$ cat config.mk
export PLATFORM = sky130hd
export DESIGN_NAME = psgic_ctrl
export DESIGN_NICKNAME = d
export VERILOG_FILES = /design/src/hdl/psgic_pkg.sv /design/src/hdl/psgic_pin_if.sv /design/src/hdl/psgic_ctrl.sv /design/src/hdl/psgic_pin_sample.sv
export SDC_FILE = /design/constraint.sdc
export NUM_CORES = 1
export LEC_CHECK = 0
export CAP_MARGIN = 20
export CORE_UTILIZATION = 58
export CTS_BUF_LIST = sky130_fd_sc_hd__clkbuf_8
export DETAILED_ROUTE_END_ITERATION = 6
export DONT_BUFFER_PORTS = 1
export GPL_ROUTABILITY_DRIVEN = 0
export PLACE_DENSITY = 0.82
export REMOVE_ABC_BUFFERS = 1
export SLEW_MARGIN = 20
export SYNTH_ARGS = -nofsm -noshare
export SYNTH_HDL_FRONTEND = slang
export SYNTH_SLANG_ARGS = --single-unit
$ cat constraint.sdc
create_clock -name ref_clk -period 1.9 [get_ports ref_clk]
set_input_delay 0.095 -clock ref_clk [delete_from_list [all_inputs] [get_ports ref_clk]]
set_output_delay 0.095 -clock ref_clk [all_outputs]
set_load 0.02 [all_outputs]
$ cat src/hdl/psgic_pkg.sv
// Package with the constants and types of the power save gate block.
package psgic_pkg;

  // Power control register address on the special function bus.
  localparam logic [7:0] PWR_CTRL_ADDR    = 8'h87;
  localparam logic [7:0] PWR_CTRL_RESET   = 8'h00;

  // Bit positions inside the power control register.
  localparam int         IDLE_ARM_POS     = 0;
  localparam int         PD_ARM_POS       = 1;
  localparam int         GF0_POS          = 2;
  localparam int         GF1_POS          = 3;
  localparam int         SLOW_POS         = 4;
  localparam int         IDLE_START_POS   = 5;
  localparam int         PD_START_POS     = 6;
  localparam int         SPARE_POS        = 7;

  // Bits that store what software writes; all others read as zero.
  localparam logic [7:0] PWR_CTRL_STORED  = 8'h9C;

  // Operating mode of the device.
  typedef enum logic [1:0] {
    MODE_RUN   = 2'b00,
    MODE_IDLE  = 2'b01,
    MODE_PDOWN = 2'b10
  } psgic_mode_type;

  // Age of an armed entry request, counted in instructions.
  typedef enum logic [1:0] {
    ARM_NONE = 2'b00,
    ARM_CUR  = 2'b01,
    ARM_NEXT = 2'b10
  } psgic_arm_type;

endpackage
$ cat src/hdl/psgic_pin_if.sv
// Interface between the enable pin sampler and the main sequencer.
`timescale 1ns/100ps
interface psgic_pin_if;
  logic s3p1_strobe;
  logic save_enable_pin_high;
  logic wdog_auto_start;

  modport sampler (
    input  s3p1_strobe,
    output save_enable_pin_high,
    output wdog_auto_start
  );

  modport ctrl (
    output s3p1_strobe,
    input  save_enable_pin_high,
    input  wdog_auto_start
  );
endinterface

$ cat src/hdl/psgic_ctrl.sv
// Power save gate and idle control sequencer, the top of the block.
`timescale 1ns/100ps
module psgic_ctrl
  import psgic_pkg::*;
(
  // Clock and reset
  input  wire logic       ref_clk,
  input  wire logic       reset,
  // Special function register access from the CPU
  input  wire logic       sfr_write,
  input  wire logic       sfr_read,
  input  wire logic [7:0] sfr_addr,
  input  wire logic [7:0] sfr_wdata,
  output logic      [7:0] sfr_rdata,
  // Machine cycle timing from the CPU
  input  wire logic       s3p1_strobe,
  input  wire logic       instr_done,
  input  wire logic       last_ext_code,
  // Events
  input  wire logic       irq_pending,
  input  wire logic       wdog_sw_start,
  // External power-fail pin
  input  wire logic       save_enable_wdog_start_pin,
  // Clock gating
  output logic            cpu_clk_en,
  output logic            periph_clk_en,
  output logic            osc_run,
  output logic            slow_down_req,
  // Watchdog control
  output logic            wdog_run,
  // Pin state control
  output logic            strobe_force,
  output logic            strobe_level,
  output logic            port_latch_hold,
  output logic            port_alt_freeze,
  output logic            port_in_enable,
  output logic            port0_float,
  output logic            port2_addr_hold,
  // Status
  output logic            idle_active,
  output logic            powerdown_active
);

  psgic_pin_if pin ();

  psgic_pin_sample u_pin_sample (
    .ref_clk                    (ref_clk),
    .reset                      (reset),
    .save_enable_wdog_start_pin (save_enable_wdog_start_pin),
    .pin                        (pin.sampler)
  );

  assign pin.s3p1_strobe = s3p1_strobe;

  // Register state.
  psgic_mode_type mode;
  psgic_mode_type next_mode;
  psgic_arm_type  idle_arm;
  psgic_arm_type  next_idle_arm;
  psgic_arm_type  pd_arm;
  psgic_arm_type  next_pd_arm;
  logic     [7:0] power_control;
  logic     [7:0] next_power_control;
  logic           idle_pending;
  logic           next_idle_pending;
  logic           pd_pending;
  logic           next_pd_pending;
  logic           wdog_started;
  logic           next_wdog_started;
  logic           ext_code_at_entry;
  logic           next_ext_code_at_entry;
  logic     [7:0] next_sfr_rdata;

  // Decoding of a write to the power control register.
  wire ctrl_hit     = (sfr_addr == PWR_CTRL_ADDR);
  wire ctrl_write   = sfr_write && ctrl_hit;
  wire modes_open   = !pin.save_enable_pin_high;
  wire w_idle_arm   = sfr_wdata[IDLE_ARM_POS];
  wire w_idle_start = sfr_wdata[IDLE_START_POS];
  wire w_pd_arm     = sfr_wdata[PD_ARM_POS];
  wire w_pd_start   = sfr_wdata[PD_START_POS];

  // An arm write must not carry its own start bit.
  wire arm_idle_hit = ctrl_write && modes_open
                      && w_idle_arm && !w_idle_start;
  wire arm_pd_hit   = ctrl_write && modes_open
                      && w_pd_arm && !w_pd_start;

  // A start write counts only in the instruction after the arming one.
  wire start_idle   = ctrl_write && modes_open && (idle_arm == ARM_NEXT)
                      && w_idle_start && !w_idle_arm;
  wire start_pd     = ctrl_write && modes_open && (pd_arm == ARM_NEXT)
                      && w_pd_start && !w_pd_arm;

  // Ages an armed request across instruction boundaries.
  function automatic psgic_arm_type age_arm(input psgic_arm_type cur,
                                            input logic set,
                                            input logic step,
                                            input logic open);
    psgic_arm_type res;
    res = cur;
    if (!open) begin
      res = ARM_NONE;
    end else if (set) begin
      res = step ? ARM_NEXT : ARM_CUR;
    end else if (step) begin
      res = (cur == ARM_CUR) ? ARM_NEXT : ARM_NONE;
    end
    return res;
  endfunction

  always_comb begin
    next_idle_arm = age_arm(idle_arm, arm_idle_hit, instr_done, modes_open);
    next_pd_arm   = age_arm(pd_arm, arm_pd_hit, instr_done, modes_open);
    if (start_idle || start_pd) begin
      next_idle_arm = ARM_NONE;
      next_pd_arm   = ARM_NONE;
    end
  end

  // Start requests wait for the end of their instruction.
  // A start seen on the last cycle enters at once and is not kept, or it
  // would enter the mode again at the first instruction after wake-up.
  assign next_idle_pending = modes_open && !instr_done
                             && (start_idle || idle_pending);
  assign next_pd_pending   = modes_open && !instr_done
                             && (start_pd || pd_pending);

  wire enter_pd   = (start_pd || pd_pending) && instr_done;
  wire enter_idle = (start_idle || idle_pending) && instr_done;

  // Mode sequencing.
  always_comb begin
    next_mode = mode;
    unique case (mode)
      MODE_RUN: begin
        if (modes_open && enter_pd) begin
          next_mode = MODE_PDOWN;
        end else if (modes_open && enter_idle) begin
          next_mode = MODE_IDLE;
        end
      end
      MODE_IDLE: begin
        if (irq_pending) begin
          next_mode = MODE_RUN;
        end
      end
      MODE_PDOWN: begin
        next_mode = MODE_PDOWN;
      end
      default: begin
        next_mode = MODE_RUN;
      end
    endcase
  end

  // Idle and power-down both gate the CPU and take over the strobes.
  function automatic logic low_power(input psgic_mode_type m);
    return (m == MODE_IDLE) || (m == MODE_PDOWN);
  endfunction

  // Code memory source is frozen as the mode is entered.
  assign next_ext_code_at_entry = low_power(mode) ? ext_code_at_entry
                                                  : last_ext_code;

  // Arm and start bits are never stored, so they read as zero.
  assign next_power_control = ctrl_write
                              ? (sfr_wdata & PWR_CTRL_STORED)
                              : power_control;

  assign next_sfr_rdata = (sfr_read && ctrl_hit) ? power_control : 8'h00;

  // Watchdog start comes from the reset-release level or from software.
  assign next_wdog_started = wdog_started || pin.wdog_auto_start
                             || wdog_sw_start;

  always_ff @(posedge ref_clk or posedge reset) begin
    if (reset) begin
      mode              <= MODE_RUN;
      idle_arm          <= ARM_NONE;
      pd_arm            <= ARM_NONE;
      idle_pending      <= 1'b0;
      pd_pending        <= 1'b0;
      power_control     <= PWR_CTRL_RESET;
      wdog_started      <= 1'b0;
      ext_code_at_entry <= 1'b0;
      sfr_rdata         <= 8'h00;
    end else begin
      mode              <= next_mode;
      idle_arm          <= next_idle_arm;
      pd_arm            <= next_pd_arm;
      idle_pending      <= next_idle_pending;
      pd_pending        <= next_pd_pending;
      power_control     <= next_power_control;
      wdog_started      <= next_wdog_started;
      ext_code_at_entry <= next_ext_code_at_entry;
      sfr_rdata         <= next_sfr_rdata;
    end
  end

  // Output decoding from the next mode so that outputs come from flops.
  wire n_idle  = (next_mode == MODE_IDLE);
  wire n_pdown = (next_mode == MODE_PDOWN);
  wire n_low   = low_power(next_mode);
  wire n_ext   = next_ext_code_at_entry;

  // Next values of the outputs, one named wire each.
  wire next_cpu_clk_en      = !n_low;
  wire next_periph_clk_en   = !n_pdown;
  wire next_osc_run         = !n_pdown;
  wire next_slow_down_req   = next_power_control[SLOW_POS];
  wire next_wdog_run        = next_wdog_started && !n_low;
  wire next_strobe_force    = n_low;
  wire next_strobe_level    = n_idle;
  wire next_port_latch_hold = n_low;
  wire next_port_alt_freeze = n_pdown;
  wire next_port_in_enable  = !n_pdown;
  wire next_port0_float     = n_low && n_ext;
  wire next_port2_addr_hold = n_idle && n_ext;

  // The clock gating outputs leave reset with every clock running.
  always_ff @(posedge ref_clk or posedge reset) begin
    if (reset) begin
      cpu_clk_en    <= 1'b1;
      periph_clk_en <= 1'b1;
      osc_run       <= 1'b1;
      slow_down_req <= 1'b0;
    end else begin
      cpu_clk_en    <= next_cpu_clk_en;
      periph_clk_en <= next_periph_clk_en;
      osc_run       <= next_osc_run;
      slow_down_req <= next_slow_down_req;
    end
  end

  // The watchdog stays stopped until a start is seen after reset.
  always_ff @(posedge ref_clk or posedge reset) begin
    if (reset) begin
      wdog_run <= 1'b0;
    end else begin
      wdog_run <= next_wdog_run;
    end
  end

  // The pin controls leave reset in their normal running state, except strobe_level, which resets high.
  always_ff @(posedge ref_clk or posedge reset) begin
    if (reset) begin
      strobe_force    <= 1'b0;
      strobe_level    <= 1'b1;
      port_latch_hold <= 1'b0;
      port_alt_freeze <= 1'b0;
      port_in_enable  <= 1'b1;
      port0_float     <= 1'b0;
      port2_addr_hold <= 1'b0;
    end else begin
      strobe_force    <= next_strobe_force;
      strobe_level    <= next_strobe_level;
      port_latch_hold <= next_port_latch_hold;
      port_alt_freeze <= next_port_alt_freeze;
      port_in_enable  <= next_port_in_enable;
      port0_float     <= next_port0_float;
      port2_addr_hold <= next_port2_addr_hold;
    end
  end

  // The status outputs mirror the mode register.
  always_ff @(posedge ref_clk or posedge reset) begin
    if (reset) begin
      idle_active      <= 1'b0;
      powerdown_active <= 1'b0;
    end else begin
      idle_active      <= n_idle;
      powerdown_active <= n_pdown;
    end
  end

endmodule // psgic_ctrl

$ cat src/hdl/psgic_pin_sample.sv
// Synchroniser and sampler of the save enable / watchdog start pin.
`timescale 1ns/100ps
module psgic_pin_sample
  import psgic_pkg::*;
(
  // Clock and reset
  input  wire logic   ref_clk,
  input  wire logic   reset,
  // Raw pin
  input  wire logic   save_enable_wdog_start_pin,
  // Results towards the sequencer
  psgic_pin_if.sampler pin
);

  // The synchroniser has no reset so that it follows the pin during reset.
  logic sync_first;
  logic sync_second;
  logic level;
  logic start_taken;
  logic auto_start;

  always_ff @(posedge ref_clk) begin
    sync_first  <= save_enable_wdog_start_pin;
    sync_second <= sync_first;
  end

  // The pin level counts only at state 3, phase 1; high is the safe value.
  always_ff @(posedge ref_clk or posedge reset) begin
    if (reset) begin
      level <= 1'b1;
    end else if (pin.s3p1_strobe) begin
      level <= sync_second;
    end
  end

  // The level present at reset release is caught once, on the first edge.
  always_ff @(posedge ref_clk or posedge reset) begin
    if (reset) begin
      start_taken <= 1'b0;
      auto_start  <= 1'b0;
    end else if (!start_taken) begin
      start_taken <= 1'b1;
      auto_start  <= sync_second;
    end
  end

  assign pin.save_enable_pin_high = level;
  assign pin.wdog_auto_start      = auto_start;

endmodule // psgic_pin_sample

==> results of run 1 <==
## state kept, by name (all words and copies together) (netlist names), 2 cells and up
| register | count |
|---|---|
| pd_arm | 2 |
| sfr_rdata | 4 |
| idle_arm | 2 |
| mode | 2 |
| power_control | 3 |
## metrics by stage
stage	cells	instance area, um2	power (mW)	TNS [ns]	hold slack (ns)
4_1_cts	176	1750	1.85	0	0.0291
2_1_floorplan	121	1390	1.04	-0.0306	0.123
3_5_place_dp	155	1470	1.10	-0.153	0.0770
6_report	180	1820	1.88	-0.0185	0.00730
5_1_grt	180	1820	1.96	-0.186	0.00777
3_3_place_gp	155	1470	1.09	0	0.0714
## what timing repair did
action	CTS	global route
hold endpoints to repair	42	0
setup buffers	1	4
endpoints found under the setup margin	3	5
hold buffers	12	0
pin swaps	1	5
gates resized for setup	4	9
## cell type report
| type | count | share of cell area |
|---|---|---|
| flip-flops and latches | 32 | 0.437 |
| multi-input cells | 83 | 0.351 |
| repair buffers | 23 | 0.111 |
| clock buffers | 7 | 0.0528 |
| well taps | 28 | 0.0192 |
| clock inverters | 1 | 0.0165 |
| inverters | 6 | 0.0124 |
## layout by cell type, fill, tap and decap left out, types with 3 or more instances in the layout
master / n
sky130_fd_sc_hd__nand2_1: 12
sky130_fd_sc_hd__a21oi_1: 6
sky130_fd_sc_hd__conb_1: 5
sky130_fd_sc_hd__buf_4: 11
sky130_fd_sc_hd__ha_1: 4
sky130_fd_sc_hd__dfstp_2: 4
sky130_fd_sc_hd__nor2_1: 7
sky130_fd_sc_hd__and3_1: 5
sky130_fd_sc_hd__dlygate4sd3_1: 12
sky130_fd_sc_hd__dfrtp_1: 26
sky130_fd_sc_hd__inv_1: 6
sky130_fd_sc_hd__nor2b_1: 3
sky130_fd_sc_hd__clkbuf_8: 7
## power groups by stage
| stage | Sequential [mW] | Combinational [mW] | Clock, mW |
|---|---|---|---|
| 3_3_place_gp | 0.900 | 0.186 | 0 |
| 4_1_cts | 0.892 | 0.245 | 0.712 |
| 3_5_place_dp | 0.901 | 0.199 | 0 |
| 2_1_floorplan | 0.894 | 0.142 | 0 |
| 5_1_grt | 0.901 | 0.319 | 0.743 |
| 6_report | 0.892 | 0.286 | 0.706 |
## routing by layer
layer  up-vias  part of all wire  wire length, um
met2        68              0.54             1750
li1        473                 -                -
met4         0             0.031               99
met5         -                 0                0
met1       499              0.35             1140
met3        12             0.076              245
## final timing paths
path                                                    end  cells past startpoint                                         startpoint
max                                      wdog_run$_DFF_PP0_                      6  u_pin_sample.pin.save_enable_pin_high$_DFFE_PP1P_
min                                 idle_arm[1]$_DFFE_PP0P_                      2                                         instr_done
max reg2reg                              wdog_run$_DFF_PP0_                      6  u_pin_sample.pin.save_enable_pin_high$_DFFE_PP1P_
min reg2reg                u_pin_sample.sync_second$_DFF_P_                      0                    u_pin_sample.sync_first$_DFF_P_
max in group asynchronous            strobe_level$_DFF_PP1_                      3                                              reset
min in group asynchronous      power_control[7]$_DFFE_PP0N_                      3                                              reset
## kinds of logic after synthesis
| group | count (synthesis) |
|---|---|
| and+or+nand+nor | 50 |
| AOI/OAI and AO/OA | 18 |
| DFF | 32 |
| muxes | 3 |
| adders and majority gates | 7 |
| other | 2 |
| buffers and inverters | 17 |
## critical path, delay by kind of cell (launching register included)
kind            cells  cell delay, ns
simple gates        3            0.53
fa+ha+maj           1            0.24
compound gates      2            0.53
flops               1            0.52
==> metrics, run 1 <==
final hold violations 0; met3 routing resource usage after global routing 0.128; count of endpoints failing setup in the final report 1; floorplan core area ~2300 um2; setup repair after global routing missed its margin yes; Critical Path RT between 2 and 2.5 ns; synthesis warning total 0; fraction of layout instances using a drive strength above 1 0.270; floorplan die height approximately 52 um; ranking of synthesized cells by area sky130_fd_sc_hd__dfrtp_1, sky130_fd_sc_hd__dfstp_2, sky130_fd_sc_hd__ha_1; Die Wd 52.2 um; routed wire length around 3.2 mm; drt first pass iters 4; Seq. cell area ~800 um2; level count of the clock H-tree 2; floorplan die area between 2000 and 3000 um2; cell type with the largest total area after synthesis sky130_fd_sc_hd__dfrtp_1; sequential group share of total power 0.473; cts bufs inserted 5; Logic pwr share 0.152; multiplexer share of the synthesized area 0.0222; number of pins with negative max-slew slack in the final report 0; cells along the critical path and2b_2 > and2_4 > a221oi_4 > o31a_1 > ha_4 > and2_4; pin count of the biggest net entering global routing 31; netlist area before placement 1460 um2; combinational family with the most area after synthesis simple AND/OR/NAND/NOR gates; WL/cell roughly 18 um; buffers added on ports 0; Internal Pwr Total 1.37 mW; peak supply drop around 1100 uV; Synth Area in XOR/XNOR 0; all-layer global routing usage 0.277; fraction of the mapped netlist area in adder cells 0.0598; dpl ws -0.104 ns; clock root buffer sky130_fd_sc_hd__clkbuf_8; number of flops mapped to enable cells by yosys 0; Final min period around 1.9 ns; most frequent cell on the critical path sky130_fd_sc_hd__and2_4; stage delay of the slowest cell on the critical path around 0.52 ns; proportion of netlist area held by the largest area contributor 0.444; mean instance size in the synthesized netlist roughly 11 um2; gr busiest metal met2; via count of the routed design approximately 1100; synthesized-area fraction occupied by and/or/nand/nor cells 0.209; share of synthesized flip-flops with an asynchronous set or reset 0.938; antenna violation net count after detailed routing 0; starting density of the core 0.637; routing usage on met2 0.496; smallest setup slack after layout -0.0185 ns; DRC 0; post-synthesis compound-gate area fraction 0.0880; Clk network pwr share 0.375; highest-delay cell along the critical path sky130_fd_sc_hd__dfstp_2; filler instances approximately 150; kind of launch point of the worst setup path flop; Max-Cap Viols 0; Hold/Removal Path Class primary input to flop; Worst Setup Path Type flop to flop; switching power 512 uW; antenna cells 0; synthesized flop and latch total 32; FF-to-FF setup slack -0.02 ns; sequential element share of the synthesized area 0.544; clock buffer depth 2; outcome complete, but fails checks; number of instances in the synthesized netlist roughly 130; Leakage Power roughly 0.84 nW; number of DRC markers in iteration 0 30; total area of multi-input combinational cells roughly 640 um2; Site Rows 17; Worst Path Arrival between 2 and 2.5 ns; met1 usage 0.258; clock insertion delay at the later pin of the skew report approximately 0.28 ns; per-cell via count in the routed design between 5 and 6; Final Util 0.794; post-layout net count 184; remaining global-route overflow 0; top cells by count, synth sky130_fd_sc_hd__dfrtp_1, sky130_fd_sc_hd__nand2_1, sky130_fd_sc_hd__buf_4, sky130_fd_sc_hd__nor2_1, sky130_fd_sc_hd__ha_1; library cell with the highest instance count after synthesis sky130_fd_sc_hd__dfrtp_1; Power Dens Cells approximately 1000 nW/um2; maximum fanout encountered on the critical timing path 4; final HPWL from detailed placement roughly 2 mm; number of antenna violations at the first check in global routing 0; number of global-route vias before repair approximately 1200; first-pass GRT wire length roughly 5 mm; worst clock skew between 0.006 and 0.007 ns; commonest register cell after synthesis sky130_fd_sc_hd__dfrtp_1; count of boundary I/O pins 48; post-route clock period utilization 1.01; highest clock frequency the design can meet between 500 and 600 MHz; switching power as a share of total power 0.272; clock tree from TritonCTS done; register clock-pin slew on the reported worst setup and hold paths 0.06 ns; number of sinks on the clock net 32; violated checks setup timing; Crit. End Element flop; number of distinct library cell variants in the gate-level netlist after synthesis 42; Layout area overhead 24.5%
No activity file was read; power rests on OpenSTA's default activity.
==> inputs of run 2 (changes only) <==
--- a/config.mk
+++ b/config.mk
@@ -12,7 +12,6 @@
 export DONT_BUFFER_PORTS = 1
 export GPL_ROUTABILITY_DRIVEN = 0
 export PLACE_DENSITY = 0.82
-export REMOVE_ABC_BUFFERS = 1
 export SLEW_MARGIN = 20
 export SYNTH_ARGS = -nofsm -noshare
 export SYNTH_HDL_FRONTEND = slang
==> run 2 against run 1 <==
  * The flow still finishes with violations (setup timing)
  * Die area stayed put
  * Critical path depth did not move
  * Sequential share of layout area up 1.2 points
  * Critical endpoint unchanged
  * Largest cell class unchanged
  * Largest power group unchanged
==> metrics, run 2 (same netlist as run 1, synthesis figures left out) <==
outcome complete, but fails checks; violated checks setup timing; number of antenna violations at the first check in global routing 0; Die Wd between 50 and 60 um; clock buffer depth 2; peak supply drop 980 uV; worst slew slack as a fraction of its limit 0.608; stage delay of the slowest cell on the critical path 0.53 ns; Crit. End Element flop; clock tree from TritonCTS done; fraction of layout instances using a drive strength above 1 0.243; number of pins with negative max-slew slack in the final report 0; setup repair after global routing missed its margin yes; Leakage Power 0.823 nW; all-layer global routing usage 0.264; worst hold path depth 2; number of global-route vias before repair approximately 1000; drt first pass iters 4; cells along the critical path and2b_2 > buf_6 > a221oi_4 > o31a_1 > ha_4 > and2_4; buffers added on ports 0; leading cell type in the layout, fill and taps excluded sky130_fd_sc_hd__dfrtp_1; FF-to-FF setup slack -0.04 ns; count of endpoints failing setup in the final report 2; floorplan die height 52.2 um; cts bufs inserted 5; Worst-Margin Slew ~0.59 ns; Worst Min Path Start instr_done; Final min period between 1.5 and 2 ns; routed wire length 3.15 mm; Layout area overhead 21.2%; number of DRC markers in iteration 0 31; reg2reg end wdog_run$_DFF_PP0_; Site Rows 17; most frequent cells in the layout sky130_fd_sc_hd__dfrtp_1, sky130_fd_sc_hd__nand2_1, sky130_fd_sc_hd__dlygate4sd3_1; Hold/Removal Path Class primary input to flop; final HPWL from detailed placement 1.90 mm; remaining global-route overflow 0; smallest setup slack after layout -0.0372 ns; dpl ws -0.0349 ns; number of flip-flops in the largest register 4; register containing the most flip-flops in the final layout sfr_rdata; DRC 0; cell family with most CP delay compound AO/OA/AOI/OAI gates; met1 usage 0.316; highest-delay cell along the critical path sky130_fd_sc_hd__dfstp_2; highest clock frequency the design can meet around 520 MHz; Worst Path Arrival roughly 2.1 ns; Reg2Reg Depth 6; post-route clock period utilization 1.02; routing usage on met2 0.421; per-cell via count in the routed design a little under 6; filler-free cell count of the finished design 176; placed insts 154; floorplan core area 2300 um2; Hold Crit Endpoint idle_arm[1]$_DFFE_PP0P_; count of buffer and inverter cells on the critical path 1; maximum fanout encountered on the critical timing path 4; largest registers ranked by flip-flop count sfr_rdata (4), power_control (3); clock insertion delay at the later pin of the skew report between 0.2 and 0.3 ns; Worst R2R Start u_pin_sample.pin.save_enable_pin_high$_DFFE_PP1P_; WL/cell 17.9 um; Max-Cap Viols 0; Worst Setup Path Type flop to flop; antenna cells 0; gr busiest metal met2; starting density of the core 0.637; first-pass GRT wire length about 5.0 mm; antenna violation net count after detailed routing 0; pin count of the biggest net entering global routing 17; count of boundary I/O pins 48; via count of the routed design 1045; Power Dens Cells 1010 nW/um2; number of sinks on the clock net 32; met3 routing resource usage after global routing 0.0841; level count of the clock H-tree 2; worst clock skew 0.00791 ns; Critical Path RT approximately 2.1 ns; register clock-pin slew on the reported worst setup and hold paths 0.06 ns; kind of launch point of the worst setup path flop; floorplan die area around 2700 um2; final hold violations 0; clock root buffer sky130_fd_sc_hd__clkbuf_8; post-layout net count 180; Final Util 0.772
## run 2: routing by layer
layer	share of wire	wire (um)
met5	0	0
met4	0.036	112
met3	0.070	219
met2	0.51	1610
met1	0.38	1200
## run 2: layout make-up
cell class	instances	area [um2]
clock buffers	5	68.8
clock inverters	3	38.8
fillers	133	523
inverters	6	22.5
multi-input cells	83	639
flip-flops and latches	32	796
well taps	28	35.0
repair buffers	19	174
## run 2: metrics by stage
| step | TNS [ns] | hold WS (ns) | cell area (um2) | power, mW |
|---|---|---|---|---|
| finish | -0.0715 | 0.00709 | 1770 | 1.80 |
| global route | -0.214 | 0.0460 | 1770 | 1.88 |
| CTS | 0 | 0.00707 | 1740 | 1.77 |
| detailed placement | -0.0349 | 0.0809 | 1470 | 1.10 |
| global placement | 0 | 0.0690 | 1470 | 1.09 |
| floorplan | 0 | 0.123 | 1480 | 1.08 |
## run 2: worst max-delay path by stage
stage,cells past startpoint,end,start
after floorplan,6,wdog_run$_DFF_PP0_,u_pin_sample.pin.save_enable_pin_high$_DFFE_PP1P_
after global placement,6,wdog_run$_DFF_PP0_,pd_arm[0]$_DFFE_PP0P_
after detailed placement,6,wdog_run$_DFF_PP0_,pd_arm[0]$_DFFE_PP0P_
after CTS,6,wdog_run$_DFF_PP0_,u_pin_sample.pin.save_enable_pin_high$_DFFE_PP1P_
after global routing,7,powerdown_active$_DFF_PP0_,u_pin_sample.pin.save_enable_pin_high$_DFFE_PP1P_
final,6,wdog_run$_DFF_PP0_,u_pin_sample.pin.save_enable_pin_high$_DFFE_PP1P_
## run 2: worst reg2reg max path: stages, from the launching register on
cell	delay, ns
sky130_fd_sc_hd__dfstp_2	0.53
sky130_fd_sc_hd__and2b_2	0.24
sky130_fd_sc_hd__buf_6	0.13
sky130_fd_sc_hd__a221oi_4	0.31
sky130_fd_sc_hd__o31a_1	0.26
sky130_fd_sc_hd__ha_4	0.23
sky130_fd_sc_hd__and2_4	0.13
## run 2: where the power goes
group / internal (mW) / switching (mW) / total [mW]
Sequential: 0.766 / 0.124 / 0.890
Combinational: 0.138 / 0.143 / 0.280
Clock: 0.383 / 0.245 / 0.629
## run 2: repair_timing
item	CTS	global route
hold buffers	11	0
pin swaps	2	4
resized for setup	3	10
hold endpoints to repair	30	0
endpoints found under the setup margin	2	4
buffers inserted	3	0
gates cloned	0	0
==> inputs of run 3 (changes only) <==
--- a/config.mk
+++ b/config.mk
@@ -11,8 +11,10 @@
 export DETAILED_ROUTE_END_ITERATION = 6
 export DONT_BUFFER_PORTS = 1
 export GPL_ROUTABILITY_DRIVEN = 0
+export MAX_ROUTING_LAYER = met4
 export PLACE_DENSITY = 0.82
-export SLEW_MARGIN = 20
+export SLEW_MARGIN = 15
 export SYNTH_ARGS = -nofsm -noshare
 export SYNTH_HDL_FRONTEND = slang
+export SYNTH_HIERARCHICAL = 1
 export SYNTH_SLANG_ARGS = --single-unit
==> run 3 against run 2 <==
  * The run still ends with setup timing left
  * Worst setup slack improved by 0.014 ns
  * Area after synthesis decreased by 0.17%
  * Cell count decreased by 1.7%
  * Register-to-register slack about the same
  * First-iteration DRC count decreased by 23%
  * Die area decreased by 0.17%
  * Sequential power increased by 12%
  * Highest routed layer unchanged
==> metrics, run 3 <==
post-layout net count about 180; number of flip-flops in the largest register 4; first-pass GRT wire length approximately 4.5 mm; synthesis warning total 6; synthesized flop and latch total 32; Max-Cap Viols 0; largest registers ranked by flip-flop count sfr_rdata (4), power_control (3); WL/cell ~17 um; via count of the routed design 998; antenna violation net count after detailed routing 0; remaining global-route overflow 0; number of instances in the synthesized netlist 121; floorplan die height ~52 um; cell type with the largest total area after synthesis sky130_fd_sc_hd__dfrtp_1; number of pins with negative max-slew slack in the final report 0; filler instances 130; drt first pass iters 4; clock tree from TritonCTS done; floorplan core area 2300 um2; number of distinct library cell variants in the gate-level netlist after synthesis 40; final cell area excluding filler cells ~1800 um2; Worst Setup Path Type flop to flop; worst-case hold slack 0.00631 ns; number of DRC markers in iteration 0 24; cells along the critical path nor4bb_1 > buf_4 > a41oi_4 > o2bb2ai_2 > a31o_1 > ha_4 > and2_4; final hold violations 0; pin count of the biggest net entering global routing 28; count of boundary I/O pins 48; routed wire length approximately 3 mm; Final min period between 1.5 and 2 ns; library cell with the highest instance count after synthesis sky130_fd_sc_hd__dfrtp_1; cts bufs inserted 5; proportion of netlist area held by the largest area contributor 0.445; all-layer global routing usage 0.255; sequential element share of the synthesized area 0.545; Crit. End Element flop; leading cell type in the layout, fill and taps excluded sky130_fd_sc_hd__dfrtp_1; clock root buffer sky130_fd_sc_hd__clkbuf_8; peak supply drop ~1300 uV; number of antenna violations at the first check in global routing 0; buffers added on ports 0; worst slew slack as a fraction of its limit 0.631; outcome complete, but fails checks; smallest setup slack after layout -0.0228 ns; clock insertion delay at the later pin of the skew report roughly 0.29 ns; antenna cells 0; count of endpoints failing setup in the final report 1; Power Dens Cells 1120 nW/um2; register clock-pin slew on the reported worst setup and hold paths 0.07 ns; Hold/Removal Path Class primary input to flop; kind of launch point of the worst setup path flop; Site Rows 17; floorplan die area approximately 2700 um2; setup repair after global routing missed its margin yes; Leakage Power approximately 0.85 nW; post-place instance area 1490 um2; maximum fanout encountered on the critical timing path 4; register containing the most flip-flops in the final layout sfr_rdata; Critical Path RT ~2.1 ns; DRC 0; highest-delay cell along the critical path sky130_fd_sc_hd__dfrtp_1; post-route clock period utilization 1.01; mean instance size in the synthesized netlist 12.1 um2; Layout area overhead 24.4%; Worst-Margin Slew roughly 0.55 ns; netlist area before placement between 1000 and 1500 um2; stage delay of the slowest cell on the critical path approximately 0.4 ns; number of flops mapped to enable cells by yosys 0; top cells by count, synth sky130_fd_sc_hd__dfrtp_1, sky130_fd_sc_hd__inv_1, sky130_fd_sc_hd__buf_4, sky130_fd_sc_hd__ha_1; Die Wd roughly 52 um; highest clock frequency the design can meet 520 MHz; Final Total Pwr just over 2 mW; Worst Path Arrival about 2.1 ns; worst clock skew around 0.0065 ns; level count of the clock H-tree 2; final HPWL from detailed placement just under 2 mm; per-cell via count in the routed design 5.77; ranking of synthesized cells by area sky130_fd_sc_hd__dfrtp_1, sky130_fd_sc_hd__dfstp_2, sky130_fd_sc_hd__ha_1; fraction of layout instances using a drive strength above 1 0.241; violated checks setup timing; number of sinks on the clock net 32; number of global-route vias before repair 1041; clock buffer depth 2; most frequent cells in the layout sky130_fd_sc_hd__dfrtp_1, sky130_fd_sc_hd__inv_1, sky130_fd_sc_hd__dlygate4sd3_1, sky130_fd_sc_hd__buf_4, sky130_fd_sc_hd__ha_1; starting density of the core 0.636; Final Util 0.791; share of synthesized flip-flops with an asynchronous set or reset 0.938; commonest register cell after synthesis sky130_fd_sc_hd__dfrtp_1
[run 3: changes by cell type in the layout (fill, tap and decap cells not counted), moves of 4 or more]
cell	previous run	this run
sky130_fd_sc_hd__buf_4	7	12
sky130_fd_sc_hd__inv_1	7	12
sky130_fd_sc_hd__mux2_1	0	4
sky130_fd_sc_hd__nand2_1	12	0
sky130_fd_sc_hd__nor2_1	8	3
[run 3: worst paths after layout]
| check | start | to | slack (ns) | cells after the start |
|---|---|---|---|---|
| min in group asynchronous | reset | u_pin_sample/start_taken$_DFF_PP0_ | 0.15 | 2 |
| min reg2reg | u_pin_sample/sync_first$_DFF_P_ | u_pin_sample/sync_second$_DFF_P_ | 0.33 | 0 |
| max reg2reg | pd_arm[0]$_DFFE_PP0P_ | wdog_run$_DFF_PP0_ | -0.02 | 7 |
| max in group asynchronous | reset | port_in_enable$_DFF_PP1_ | 1.26 | 3 |
| min | sfr_write | idle_arm[0]$_DFFE_PP0P_ | 0.006 | 2 |
| max | pd_arm[0]$_DFFE_PP0P_ | wdog_run$_DFF_PP0_ | -0.02 | 7 |
[run 3: critical path: cells and delay by family (launching register included)]
| family | cells | cell delay (ns) |
|---|---|---|
| AOI/OAI and AO/OA | 3 | 0.55 |
| and+or+nand+nor | 2 | 0.43 |
| DFF | 1 | 0.40 |
| adders and majority gates | 1 | 0.23 |
| buffers and inverters | 1 | 0.20 |
[run 3: metal layers]
metal	share of wire	GRT usage	vias to the layer above
met4	0.027	0.154	0
li1	-	-	452
met2	0.53	0.425	54
met3	0.069	0.0986	10
met5	0	-	-
met1	0.37	0.249	482
[run 3: layout make-up]
type | count | area [um2] | area share
clock buffers | 5 | 68.8 | 0.0379
clock inverters | 3 | 38.8 | 0.0213
inverters | 11 | 41.3 | 0.0227
multi-input cells | 70 | 628 | 0.345
flip-flops and latches | 32 | 796 | 0.438
well taps | 28 | 35.0 | 0.0193
repair buffers | 24 | 210 | 0.116
[run 3: what timing repair did]
action / in CTS / in global routing
endpoints found under the setup margin: 2 / 6
setup buffers: 1 / 3
hold endpoints to repair: 42 / 0
pin swaps: 2 / 8
resized for setup: 3 / 6
hold buffers: 12 / 0
[run 3: through the flow]
| step | TNS (ns) | instances | worst slack, ns |
|---|---|---|---|
| 6_report | -0.0228 | 173 | -0.0228 |
| 5_1_grt | -0.254 | 173 | -0.0827 |
| 4_1_cts | 0 | 170 | 0.00623 |
| 3_5_place_dp | -0.162 | 149 | -0.115 |
| 3_3_place_gp | 0 | 149 | 0.0279 |
| 2_1_floorplan | 0 | 124 | 0.0349 |
[run 3: cell families after synthesis]
| logic type | after synthesis | share of synthesized area |
|---|---|---|
| buffers and inverters | 22 | 0.0788 |
| DFF | 32 | 0.545 |
| adders and majority gates | 7 | 0.0599 |
| AOI/OAI and AO/OA | 18 | 0.0908 |
| muxes | 7 | 0.0556 |
| other | 2 | 0.00514 |
| and+or+nand+nor | 33 | 0.165 |
[run 3: power breakdown]
| part | total (mW) | internal (mW) | leakage [nW] | switching (mW) |
|---|---|---|---|---|
| combinational | 0.397 | 0.203 | 0.400 | 0.194 |
| sequential | 1.00 | 0.801 | 0.392 | 0.201 |
| clock | 0.628 | 0.383 | 0.0593 | 0.245 |
| total | 2.03 | 1.39 | 0.851 | 0.641 |
